File: src/amsr_defs.vh
// constants for the converter monitor and status register bank
`ifndef AMSR_DEFS_VH
`define AMSR_DEFS_VH
`define AMSR_ADDR_W 7
`define AMSR_UPPER_LIMIT_LO 7'h28
`define AMSR_UPPER_LIMIT_HI 7'h29
`define AMSR_UPPER_HYST 7'h2C
`define AMSR_LOWER_HYST 7'h2D
`define AMSR_GAIN_LO 7'h2E
`define AMSR_GAIN_HI 7'h2F
`define AMSR_TRIM_CTRL 7'h40
`define AMSR_STATUS 7'h41
`define AMSR_UPPER_RES_LO 7'h42
`define AMSR_UPPER_RES_HI 7'h43
`define AMSR_LOWER_RES_LO 7'h44
`define AMSR_LOWER_RES_HI 7'h45
`define AMSR_TRIM_START_BIT 0
`define AMSR_TRIM_FAIL_BIT 1
`define AMSR_ST_READY_BIT 7
`define AMSR_ST_RESET_BIT 6
`define AMSR_ST_LINK_BIT 5
`define AMSR_ST_OVERRUN_BIT 4
`define AMSR_ST_UPPER_BIT 3
`define AMSR_ST_LOWER_BIT 2
`define AMSR_ST_ABOVE_BIT 1
`define AMSR_ST_BELOW_BIT 0
`define AMSR_STATUS_RST 8'h40
`define AMSR_HYST_MASK 8'h7F
`define AMSR_TRIM_MASK 8'h03
`define AMSR_LIMIT_HI_MASK 8'h0F
`define AMSR_STARTUP_NS 1000
`define AMSR_CLK_MHZ 40
`define AMSR_CRC_CYCLES 64
`endif

File: src/amsr_regs.v
// monitor hysteresis, gain scale, fuse check, status and event result registers
//
// The plain strobed port was decided locally.
`include "amsr_defs.vh"
`default_nettype none
module amsr_regs #(
    parameter ERR_W = 8,
    parameter CRC_CYCLES = `AMSR_CRC_CYCLES
) (
    input wire ref_clk,
    input wire rst_b,
    input wire [`AMSR_ADDR_W-1:0] reg_addr,
    input wire [7:0] reg_wdata,
    input wire reg_wr,
    input wire reg_rd,
    output reg [7:0] reg_rdata,
    input wire [ERR_W-1:0] link_err_status,
    input wire overrun_evt,
    input wire upper_evt,
    input wire lower_evt,
    input wire above_evt,
    input wire below_evt,
    input wire trigger_mode,
    input wire twos_comp_sel,
    input wire [15:0] result_raw,
    input wire gain_auto_load,
    input wire [15:0] gain_auto_value,
    input wire fuse_crc_ok,
    output wire [6:0] upper_hysteresis_value,
    output wire [6:0] lower_hysteresis_value,
    output wire [15:0] gain_scale_value,
    output wire [11:0] upper_limit,
    output wire trim_busy,
    output wire host_ready
);
    localparam integer STARTUP_CYC =
        (`AMSR_STARTUP_NS * `AMSR_CLK_MHZ + 999) / 1000;
    localparam integer SU_W = 8;
    localparam integer CRC_W = 16;

    // trim check sequencer, one-hot
    localparam [2:0] ST_IDLE = 3'b001;
    localparam [2:0] ST_RUN = 3'b010;
    localparam [2:0] ST_DONE = 3'b100;

    reg [6:0] upper_hyst_ff;
    reg [6:0] lower_hyst_ff;
    reg [15:0] gain_ff;
    reg [11:0] upper_limit_ff;
    reg [15:0] upper_res_ff;
    reg [15:0] lower_res_ff;
    reg trim_fail_ff;
    reg [2:0] trim_state_ff;
    reg [2:0] nxt_trim_state;
    reg [CRC_W-1:0] crc_cnt_ff;
    reg [SU_W-1:0] startup_cnt_ff;
    reg ready_ff;
    reg reset_seen_ff;
    reg overrun_ff;
    reg upper_flag_ff;
    reg lower_flag_ff;
    reg above_ff;
    reg below_ff;
    reg [7:0] nxt_rdata;
    reg [15:0] coded_result;

    wire wr_trim = reg_wr && (reg_addr == `AMSR_TRIM_CTRL);
    wire wr_status = reg_wr && (reg_addr == `AMSR_STATUS);
    wire trim_start = wr_trim && reg_wdata[`AMSR_TRIM_START_BIT];
    wire crc_last = (crc_cnt_ff == CRC_CYCLES[CRC_W-1:0] - 16'h0001);
    wire link_fault = |link_err_status;
    wire [7:0] status_word = {ready_ff, reset_seen_ff, link_fault, overrun_ff,
                              upper_flag_ff, lower_flag_ff, above_ff, below_ff};

    assign upper_hysteresis_value = upper_hyst_ff;
    assign lower_hysteresis_value = lower_hyst_ff;
    assign gain_scale_value = gain_ff;
    assign upper_limit = upper_limit_ff;
    assign trim_busy = (trim_state_ff != ST_IDLE);
    assign host_ready = ready_ff;

    // straight binary capture flips the msb so both codings share one datapath
    always @* begin
        if (twos_comp_sel) begin
            coded_result = result_raw;
        end else begin
            coded_result = {~result_raw[15], result_raw[14:0]};
        end
    end

    // configuration registers
    always @(posedge ref_clk or negedge rst_b) begin
        if (!rst_b) begin
            upper_hyst_ff <= 7'h00;
            lower_hyst_ff <= 7'h00;
            gain_ff <= 16'h0000;
            upper_limit_ff <= 12'h000;
        end else begin
            if (reg_wr) begin
                case (reg_addr)
                    `AMSR_UPPER_HYST: upper_hyst_ff <= reg_wdata[6:0];
                    `AMSR_LOWER_HYST: lower_hyst_ff <= reg_wdata[6:0];
                    `AMSR_UPPER_LIMIT_LO: upper_limit_ff[7:0] <= reg_wdata;
                    `AMSR_UPPER_LIMIT_HI: upper_limit_ff[11:8] <= reg_wdata[3:0];
                    default: begin
                    end
                endcase
            end
            // host write outranks an automatic load landing in the same cycle
            if (reg_wr && reg_addr == `AMSR_GAIN_LO) begin
                gain_ff[7:0] <= reg_wdata;
            end else if (reg_wr && reg_addr == `AMSR_GAIN_HI) begin
                gain_ff[15:8] <= reg_wdata;
            end else if (gain_auto_load) begin
                gain_ff <= gain_auto_value;
            end
        end
    end

    // event captures only in trigger mode
    always @(posedge ref_clk or negedge rst_b) begin
        if (!rst_b) begin
            upper_res_ff <= 16'h0000;
            lower_res_ff <= 16'h0000;
        end else begin
            if (trigger_mode && upper_evt) begin
                upper_res_ff <= coded_result;
            end
            if (trigger_mode && lower_evt) begin
                lower_res_ff <= coded_result;
            end
        end
    end

    // fuse map check sequencer
    always @* begin
        case (trim_state_ff)
            ST_IDLE: nxt_trim_state = trim_start ? ST_RUN : ST_IDLE;
            ST_RUN: nxt_trim_state = crc_last ? ST_DONE : ST_RUN;
            ST_DONE: nxt_trim_state = ST_IDLE;
            default: nxt_trim_state = ST_IDLE;
        endcase
    end

    always @(posedge ref_clk or negedge rst_b) begin
        if (!rst_b) begin
            trim_state_ff <= ST_IDLE;
            crc_cnt_ff <= 16'h0000;
            trim_fail_ff <= 1'b0;
        end else begin
            trim_state_ff <= nxt_trim_state;
            if (trim_state_ff == ST_RUN) begin
                crc_cnt_ff <= crc_cnt_ff + 16'h0001;
            end else begin
                crc_cnt_ff <= 16'h0000;
            end
            if (trim_state_ff == ST_DONE && !fuse_crc_ok) begin
                trim_fail_ff <= 1'b1;
            end else if (wr_trim && reg_wdata[`AMSR_TRIM_FAIL_BIT]) begin
                trim_fail_ff <= 1'b0;
            end
        end
    end

    // startup delay before the host may talk to the device
    always @(posedge ref_clk or negedge rst_b) begin
        if (!rst_b) begin
            startup_cnt_ff <= 8'h00;
            ready_ff <= 1'b0;
        end else if (!ready_ff) begin
            if (startup_cnt_ff == STARTUP_CYC[SU_W-1:0] - 8'h01) begin
                ready_ff <= 1'b1;
            end else begin
                startup_cnt_ff <= startup_cnt_ff + 8'h01;
            end
        end
    end

    // sticky status flags; a set in the clearing cycle wins
    always @(posedge ref_clk or negedge rst_b) begin
        if (!rst_b) begin
            reset_seen_ff <= 1'b1;
            overrun_ff <= 1'b0;
            upper_flag_ff <= 1'b0;
            lower_flag_ff <= 1'b0;
            above_ff <= 1'b0;
            below_ff <= 1'b0;
        end else begin
            if (wr_status && reg_wdata[`AMSR_ST_RESET_BIT]) begin
                reset_seen_ff <= 1'b0;
            end
            overrun_ff <= overrun_evt |
                (overrun_ff & ~(wr_status & reg_wdata[`AMSR_ST_OVERRUN_BIT]));
            upper_flag_ff <= upper_evt |
                (upper_flag_ff & ~(wr_status & reg_wdata[`AMSR_ST_UPPER_BIT]));
            lower_flag_ff <= lower_evt |
                (lower_flag_ff & ~(wr_status & reg_wdata[`AMSR_ST_LOWER_BIT]));
            above_ff <= above_evt |
                (above_ff & ~(wr_status & reg_wdata[`AMSR_ST_ABOVE_BIT]));
            below_ff <= below_evt |
                (below_ff & ~(wr_status & reg_wdata[`AMSR_ST_BELOW_BIT]));
        end
    end

    // read mux; unmapped addresses read zero
    always @* begin
        case (reg_addr)
            `AMSR_UPPER_LIMIT_LO: nxt_rdata = upper_limit_ff[7:0];
            `AMSR_UPPER_LIMIT_HI: nxt_rdata = {4'h0, upper_limit_ff[11:8]};
            `AMSR_UPPER_HYST: nxt_rdata = {1'b0, upper_hyst_ff};
            `AMSR_LOWER_HYST: nxt_rdata = {1'b0, lower_hyst_ff};
            `AMSR_GAIN_LO: nxt_rdata = gain_ff[7:0];
            `AMSR_GAIN_HI: nxt_rdata = gain_ff[15:8];
            `AMSR_TRIM_CTRL: nxt_rdata = {6'h00, trim_fail_ff, trim_busy};
            `AMSR_STATUS: nxt_rdata = status_word;
            `AMSR_UPPER_RES_LO: nxt_rdata = upper_res_ff[7:0];
            `AMSR_UPPER_RES_HI: nxt_rdata = upper_res_ff[15:8];
            `AMSR_LOWER_RES_LO: nxt_rdata = lower_res_ff[7:0];
            `AMSR_LOWER_RES_HI: nxt_rdata = lower_res_ff[15:8];
            default: nxt_rdata = 8'h00;
        endcase
    end

    // read data stands only in the cycle after the strobe
    always @(posedge ref_clk or negedge rst_b) begin
        if (!rst_b) begin
            reg_rdata <= 8'h00;
        end else if (reg_rd) begin
            reg_rdata <= nxt_rdata;
        end else begin
            reg_rdata <= 8'h00;
        end
    end
endmodule // amsr_regs
`default_nettype wire

File: config.mk
export PLATFORM = sky130hd
export DESIGN_NAME = amsr_regs
export DESIGN_NICKNAME = d
export VERILOG_FILES = /design/src/amsr_regs.v
export VERILOG_INCLUDE_DIRS = /design/src
export SDC_FILE = /design/constraint.sdc
export NUM_CORES = 1
export LEC_CHECK = 0
export ABC_AREA = 1
export BUFFER_PORTS_ARGS = -buffer_cell sky130_fd_sc_hd__buf_2
export CORE_MARGIN = 1.5
export CORE_UTILIZATION = 55
export CTS_CLUSTER_SIZE = 25
export DETAILED_ROUTE_END_ITERATION = 10
export HOLD_SLACK_MARGIN = 0.02
export PLACE_DENSITY_LB_ADDON = 0.12
export SLEW_MARGIN = 20
export SYNTH_ARGS = -nofsm -noshare
export SYNTH_HDL_FRONTEND = slang
export SYNTH_SLANG_ARGS = --single-unit
File: constraint.sdc
create_clock -name ref_clk -period 2.05 [get_ports ref_clk]
set_input_delay 0.1025 -clock ref_clk [delete_from_list [all_inputs] [get_ports ref_clk]]
set_output_delay 0.1025 -clock ref_clk [all_outputs]
set_load 0.02 [all_outputs]
==> results.json, run 1 <==
{
  "path_max_fanout": 5,
  "final.period_utilization_pct": 80.4,
  "vdd.ir_drop.worst_uv": 502,
  "maximum_level_of_the_cts_h_tree": 4,
  "initial_utilization_pct": 56.3,
  "timing.slew.headroom_pct": 40.1,
  "hold_path.startpoint": "gain_auto_load",
  "crit_path_end_kind": "register",
  "ys_seq_elements": 117,
  "finalWeightedCongestion": 0.873,
  "cell_at_the_root_of_the_clock_tree": "sky130_fd_sc_hd__clkbuf_8",
  "diodes_inserted": 0,
  "fin_skew_ps": 7.51,
  "layout-drive-gt1-share_pct": 20.5,
  "timing.final.hold_violations": 0,
  "synthesis.area_mm2": 0.00576,
  "avgViaCountPerCell": 5.41,
  "post_synth.cell_area_avg_um2": 8.11,
  "worstHoldEndpoint": "gain_scale_value[11]$_DFFE_PN0P_",
  "ctsLongestPathBuffers": 2,
  "grt_pass1_wl_mm": 26.3,
  "num_io_pins": 120,
  "timing.setup.critical_path_class": "reg2reg",
  "critical_path_required_ps": 2460,
  "detailed_place_hpwl_mm": 10.6,
  "clock-sinks": 117,
  "grt_pass1_vias": 5459,
  "max_freq_mhz": 606,
  "regToRegSetupSlack_ps": 400,
  "finalInstanceArea_mm2": 0.00765,
  "post_synth_main_area_contributors": "sky130_fd_sc_hd__dfrtp_1 (50%), sky130_fd_sc_hd__nand2_1 (11%), sky130_fd_sc_hd__nand3_1 (8.0%)",
  "synthFlopType": "sky130_fd_sc_hd__dfrtp_1",
  "crit-reg2reg-capture": "startup_cnt_ff[5]$_DFFE_PN0P_",
  "final_nets": 958,
  "clkLatencyLatePin_ps": 520,
  "pwr_dens_mw_per_mm2": 839,
  "first_pass_iters": 5,
  "core-area_mm2": 0.0102,
  "synth-warning-count": 0,
  "cp-start-kind": "register",
  "hold-path-cell-count": 4,
  "post_cts_buffers": 0,
  "worst-endpoint-arrival_ps": 2060,
  "cap_violations": 0,
  "cts_buffers": 17,
  "placed_standard_cell_area_mm2": 0.00646,
  "routedWlPerCell_um": 15.5,
  "post-route-drc-count": 0,
  "post_synthesis_cell_type_with_the_largest_combined_area": "sky130_fd_sc_hd__dfrtp_1",
  "dieHeight_um": 105,
  "synth_fp_nets": 780,
  "floorplan.rows": 37,
  "leading_cell_type_by_number_of_instances_after_synthesis": "sky130_fd_sc_hd__nand2_1",
  "synth-async-reset-ratio_pct": 100,
  "finish.utilization_pct": 74.8,
  "floorplan.die.width_um": 105,
  "worstMarginPinSlew_ps": 896,
  "p_leak_nw": 4.01,
  "tritoncts": "yes",
  "global_route.usage.total_pct": 30.6,
  "routed_wl_mm": 16.0,
  "postSynthCellCount": 710,
  "path_clk_slew_ps": 60,
  "synth-edff-count": 0,
  "synth.yosys.seq_area_share_pct": 50.9,
  "outcome": "finished clean",
  "worstHoldPathType": "in2reg",
  "ant_nets": 0,
  "number_of_failing_setup_endpoints_in_the_final_timing_report": 0,
  "largest_net_degree_at_the_start_of_global_routing": 118,
  "areaGrowthSynthToFinish_pct": 32.9,
  "grt_overflow_total": 0,
  "grt_setup_unrepaired": "no",
  "synth_largest_type_area_fraction_pct": 50.0,
  "port-buffer-count": 119,
  "reg2reg_from": "startup_cnt_ff[0]$_DFFE_PN0P_",
  "final.min_clock_period_ps": 1650,
  "finalMaxSlewViolations": 0,
  "reg2reg_depth": 8,
  "fin_tns_setup_ps": 0,
  "most_instantiated_cells_after_synthesis": "sky130_fd_sc_hd__nand2_1 (173), sky130_fd_sc_hd__dfrtp_1 (115), sky130_fd_sc_hd__nand3_1 (92), sky130_fd_sc_hd__nor2_1 (80), sky130_fd_sc_hd__o21ai_0 (71)",
  "initialDrtViolationCount": 363,
  "route.vias.total": 5606,
  "antenna_found_initial": 0,
  "dieArea_mm2": 0.0111,
  "synthDistinctLibCells": 39
}
==> per-layer routing <==
metal | vias to the layer above | share of wire (%) | global-route usage (%)
met3 | 55 | 6.7 | 5.19
met2 | 268 | 48 | 49.9
met1 | 2614 | 41 | 39.6
met4 | 0 | 3.7 | 15.1
li1 | 2669 | - | -
met5 | - | 0 | 0
==> flip-flops by register name, indices dropped and copies added (netlist names) <==
name / count
upper_flag_ff: 1
overrun_ff: 1
reset_seen_ff: 1
reg_rdata: 8
lower_flag_ff: 1
lower_hysteresis_value: 7
above_ff: 1
lower_res_ff: 16
upper_res_ff: 16
upper_hysteresis_value: 7
below_ff: 1
gain_scale_value: 16
host_ready: 1
crc_cnt_ff: 16
upper_limit: 12
trim_fail_ff: 1
startup_cnt_ff: 8
trim_state_ff: 3
==> critical path: stages, from the launching register on <==
cell                      delay, ps
sky130_fd_sc_hd__dfrtp_1        400
sky130_fd_sc_hd__ha_1           220
sky130_fd_sc_hd__nand2_1         90
sky130_fd_sc_hd__nor3_1          50
sky130_fd_sc_hd__nand2_1        110
sky130_fd_sc_hd__nand2_1        150
sky130_fd_sc_hd__nor2_1         250
sky130_fd_sc_hd__nand2_1        110
sky130_fd_sc_hd__xor2_1         160
==> placed cells by master (no fill, tap or decap), types with 3 or more instances in the layout <==
cell type                       count
sky130_fd_sc_hd__xnor2_1            4
sky130_fd_sc_hd__clkinv_4           4
sky130_fd_sc_hd__inv_6              3
sky130_fd_sc_hd__o21ai_0           71
sky130_fd_sc_hd__inv_1             68
sky130_fd_sc_hd__nand3_1           92
sky130_fd_sc_hd__xor2_1             5
sky130_fd_sc_hd__nor3_1             8
sky130_fd_sc_hd__clkbuf_16         16
sky130_fd_sc_hd__buf_4              5
sky130_fd_sc_hd__nand2_1          173
sky130_fd_sc_hd__nor2_1            80
sky130_fd_sc_hd__a21oi_1           10
sky130_fd_sc_hd__dfrtp_1          115
sky130_fd_sc_hd__nor2_2             3
sky130_fd_sc_hd__nor2_4             3
sky130_fd_sc_hd__nand3_2            4
sky130_fd_sc_hd__o22ai_1            3
sky130_fd_sc_hd__dlygate4sd3_1     56
sky130_fd_sc_hd__buf_2            118
sky130_fd_sc_hd__clkinvlp_4         3
sky130_fd_sc_hd__o21ai_1           15
sky130_fd_sc_hd__bufinv_16          4
sky130_fd_sc_hd__nand4_1            4
sky130_fd_sc_hd__nand3_4            3
==> stage by stage <==
stage | std cells | power (mW) | hold slack (ps) | setup WS (ps)
2_1_floorplan | 710 | 2.93 | -193 | 609
3_3_place_gp | 949 | 3.21 | 237 | 486
3_5_place_dp | 949 | 3.23 | 240 | 421
4_1_cts | 1037 | 6.43 | 26.6 | 424
5_1_grt | 1037 | 6.65 | 50.1 | 254
6_report | 1037 | 6.42 | 48.1 | 401
==> how the worst max path moves through the flow <==
stage / endpoint / cells after the start / startpoint
5_1_grt: startup_cnt_ff[5]$_DFFE_PN0P_ / 8 / startup_cnt_ff[0]$_DFFE_PN0P_
3_3_place_gp: reg_rdata[7]$_DFF_PN0_ / 8 / reg_addr[1]
2_1_floorplan: startup_cnt_ff[5]$_DFFE_PN0P_ / 8 / startup_cnt_ff[0]$_DFFE_PN0P_
4_1_cts: startup_cnt_ff[5]$_DFFE_PN0P_ / 8 / startup_cnt_ff[0]$_DFFE_PN0P_
6_report: startup_cnt_ff[5]$_DFFE_PN0P_ / 8 / startup_cnt_ff[0]$_DFFE_PN0P_
3_5_place_dp: startup_cnt_ff[5]$_DFFE_PN0P_ / 8 / startup_cnt_ff[0]$_DFFE_PN0P_
==> report_power, final <==
group	leakage, nW	total (mW)	internal [mW]	switching (mW)
logic	2.25	0.702	0.278	0.424
clock network	0.298	3.13	2.02	1.11
registers	1.46	2.59	2.47	0.124
==> cells by family (layout without fill, tap and decap cells) <==
group,after synthesis,in the layout,share of synthesized area [%]
fa+ha+maj,2,2,0.435
buf+inv,94,285,7.09
xor+xnor,9,9,1.37
compound gates,104,104,9.50
flops,117,117,50.9
simple gates,384,384,30.7
==> final cells by class <==
class / instances / area (µm²)
fill: 764 / 2580
multi-input combinational: 499 / 2420
timing repair buffer: 181 / 1230
clock inverter: 14 / 200
tap: 136 / 170
inverter: 72 / 275
sequential: 117 / 2930
clock buffer: 18 / 428
==> what timing repair did <==
action | in CTS | in global routing
hold buffers | 56 | 0
resized for setup | 0 | 0
endpoints found under the hold margin | 195 | 0
No activity file was read; power rests on OpenSTA's default activity.
==> inputs of run 2 (changes only) <==
==> constraint.sdc (replaced) <==
create_clock -name ref_clk -period 1.6 [get_ports ref_clk]
set_input_delay 0.08 -clock ref_clk [delete_from_list [all_inputs] [get_ports ref_clk]]
set_output_delay 0.08 -clock ref_clk [all_outputs]
set_load 0.02 [all_outputs]
==> run 2 against run 1 <==
  * Sequential cell count unchanged
  * Non-clock buffer count increased by 24
  * Clock power rose by 19%
  * Critical endpoint is now startup_cnt_ff[6]$_DFFE_PN0P_
  * Largest cell class unchanged
==> results.json, run 2 (same netlist as run 1, synthesis figures left out) <==
{
  "global_route.usage.total_pct": 30.9,
  "first_pass_iters": 7,
  "critical_path_required_ps": 2050,
  "detailed_place_hpwl_mm": 10.7,
  "final_nets": 982,
  "power.net_switching_mw": 2.05,
  "floorplan.die.width_um": 105,
  "fin_tns_setup_ps": 0,
  "fin_skew_ps": 6.93,
  "finalWeightedCongestion": 0.900,
  "num_io_pins": 120,
  "worst_slack_ps": 99.8,
  "finalMaxSlewViolations": 0,
  "tritoncts": "yes",
  "finish.utilization_pct": 76.8,
  "worstMarginPinSlew_ps": 647,
  "outcome": "finished clean",
  "cts_buffers": 17,
  "routedWlPerCell_um": 15.3,
  "seqPwrFrac_pct": 41.4,
  "post-route-drc-count": 0,
  "worst-endpoint-arrival_ps": 1950,
  "avgViaCountPerCell": 5.36,
  "hold_path.startpoint": "link_err_status[0]",
  "dieArea_mm2": 0.0111,
  "dieHeight_um": 105,
  "dpl_worst_slack_ps": 17.8,
  "cp-start-kind": "register",
  "diodes_inserted": 0,
  "use_met1_pct": 38.3,
  "crit_path_end_kind": "register",
  "power.share.combinational_pct": 11.9,
  "grt_setup_unrepaired": "yes",
  "pwr_dens_mw_per_mm2": 1020,
  "p_leak_nw": 4.10,
  "reg2reg_from": "startup_cnt_ff[0]$_DFFE_PN0P_",
  "clock-sinks": 117,
  "layout.cells.non_filler": 1061,
  "maximum_level_of_the_cts_h_tree": 4,
  "floorplan.rows": 37,
  "initial_utilization_pct": 56.3,
  "route.vias.total": 5685,
  "ctsLongestPathBuffers": 2,
  "final.period_utilization_pct": 93.8,
  "timing.setup.critical_path_class": "reg2reg",
  "power.clock.fraction_pct": 46.6,
  "layout-drive-gt1-share_pct": 21.6,
  "ant_nets": 0,
  "path_clk_slew_ps": 60,
  "grt_use_met3_pct": 6.00,
  "initialDrtViolationCount": 334,
  "clkLatencyLatePin_ps": 530,
  "worstHoldPathType": "in2reg",
  "worst_setup_path_startpoint": "startup_cnt_ff[0]$_DFFE_PN0P_",
  "largest_net_degree_at_the_start_of_global_routing": 51,
  "timing.final.hold_violations": 0,
  "cap_violations": 0,
  "design_power_total_mw": 8.01,
  "grt_overflow_total": 0,
  "grt_pass1_vias": 5582,
  "core-area_mm2": 0.0102,
  "vdd.ir_drop.worst_uv": 604,
  "path_max_fanout": 4,
  "port-buffer-count": 119,
  "max_freq_mhz": 667,
  "grt_util_met2_pct": 52.3,
  "netSwitchingFraction_pct": 25.6,
  "number_of_failing_setup_endpoints_in_the_final_timing_report": 0,
  "hold-path-cell-count": 9,
  "layout.cells.most_common": "sky130_fd_sc_hd__nand2_1",
  "routed_wl_mm": 16.2,
  "timing.slew.headroom_pct": 56.8,
  "antenna_found_initial": 0,
  "p_int_mw": 5.96,
  "dp.cells": 961,
  "areaGrowthSynthToFinish_pct": 36.4,
  "final.min_clock_period_ps": 1500,
  "reg2reg_depth": 8,
  "grt_pass1_wl_mm": 26.4,
  "layout_common_cells": "sky130_fd_sc_hd__nand2_1 (172), sky130_fd_sc_hd__buf_2 (118), sky130_fd_sc_hd__dfrtp_1 (115), sky130_fd_sc_hd__nand3_1 (92), sky130_fd_sc_hd__nor2_1 (77)",
  "cell_at_the_root_of_the_clock_tree": "sky130_fd_sc_hd__clkbuf_8",
  "globalRoute.busiestLayer": "met2"
}
run 2: cell count changes in the layout (fill, tap and decap cells not counted), sizes merged:
| cell | delta |
|---|---|
| clkbuf | +1 |
| buf | +12 |
| clkinv | -1 |
| clkinvlp | +2 |
| inv | -1 |
| dlygate4sd3 | +12 |
| bufinv | -1 |
run 2: repair_timing:
item / CTS / global route
hold buffers: 68 / 0
buffers inserted: 0 / 0
resized for setup: 1 / 6
endpoints found under the hold margin: 201 / 0
pin swaps: 0 / 0
setup endpoints to repair: 1 / 7
gates cloned: 0 / 0
run 2: per-layer routing:
layer / vias to the layer above / part of all wire [%]
met1: 2672 / 40
met3: 38 / 6.9
met5: - / 0
met2: 259 / 50
met4: 0 / 2.7
li1: 2716 / -
run 2: worst paths after layout:
check                                                      to  slack, ps
worst max register to register  startup_cnt_ff[6]$_DFFE_PN0P_        100
min in group asynchronous           reset_seen_ff$_DFFE_PN1P_        120
worst min register to register        crc_cnt_ff[0]$_DFF_PN0_        470
worst min-delay path                   reg_rdata[5]$_DFF_PN0_         80
worst max-delay path            startup_cnt_ff[6]$_DFFE_PN0P_        100
max in group asynchronous                overrun_ff$_DFF_PN0_        410
run 2: cell type report:
class | count | area [µm²]
well taps | 136 | 170
fillers | 700 | 2380
clock inverters | 13 | 156
multi-input cells | 499 | 2440
flip-flops and latches | 117 | 2930
clock buffers | 19 | 432
repair buffers | 205 | 1450
inverters | 72 | 275
run 2: power groups by stage:
stage / combinational, mW / sequential (mW) / clock [mW]
after floorplan: 0.318 / 3.44 / 0
final: 0.955 / 3.32 / 3.74
after detailed placement: 0.789 / 3.36 / 0
after CTS: 0.941 / 3.31 / 3.78
after global placement: 0.770 / 3.35 / 0
after global routing: 1.05 / 3.34 / 3.92
run 2: per-stage QoR:
step | instance area [µm²] | hold WS (ps)
6_report | 7850 | 76.0
5_1_grt | 7850 | 97.2
4_1_cts | 7840 | 56.0
3_5_place_dp | 6560 | -21.6
3_3_place_gp | 6560 | -24.6
2_1_floorplan | 5760 | -216
run 2: worst max-delay path: stages (launching register included):
cell	delay, ps
sky130_fd_sc_hd__dfrtp_1	410
sky130_fd_sc_hd__ha_1	220
sky130_fd_sc_hd__nand2_1	90
sky130_fd_sc_hd__nor3_1	50
sky130_fd_sc_hd__nand2_1	140
sky130_fd_sc_hd__nand2_1	100
sky130_fd_sc_hd__buf_4	160
sky130_fd_sc_hd__nor2_1	110
sky130_fd_sc_hd__xor2_1	150
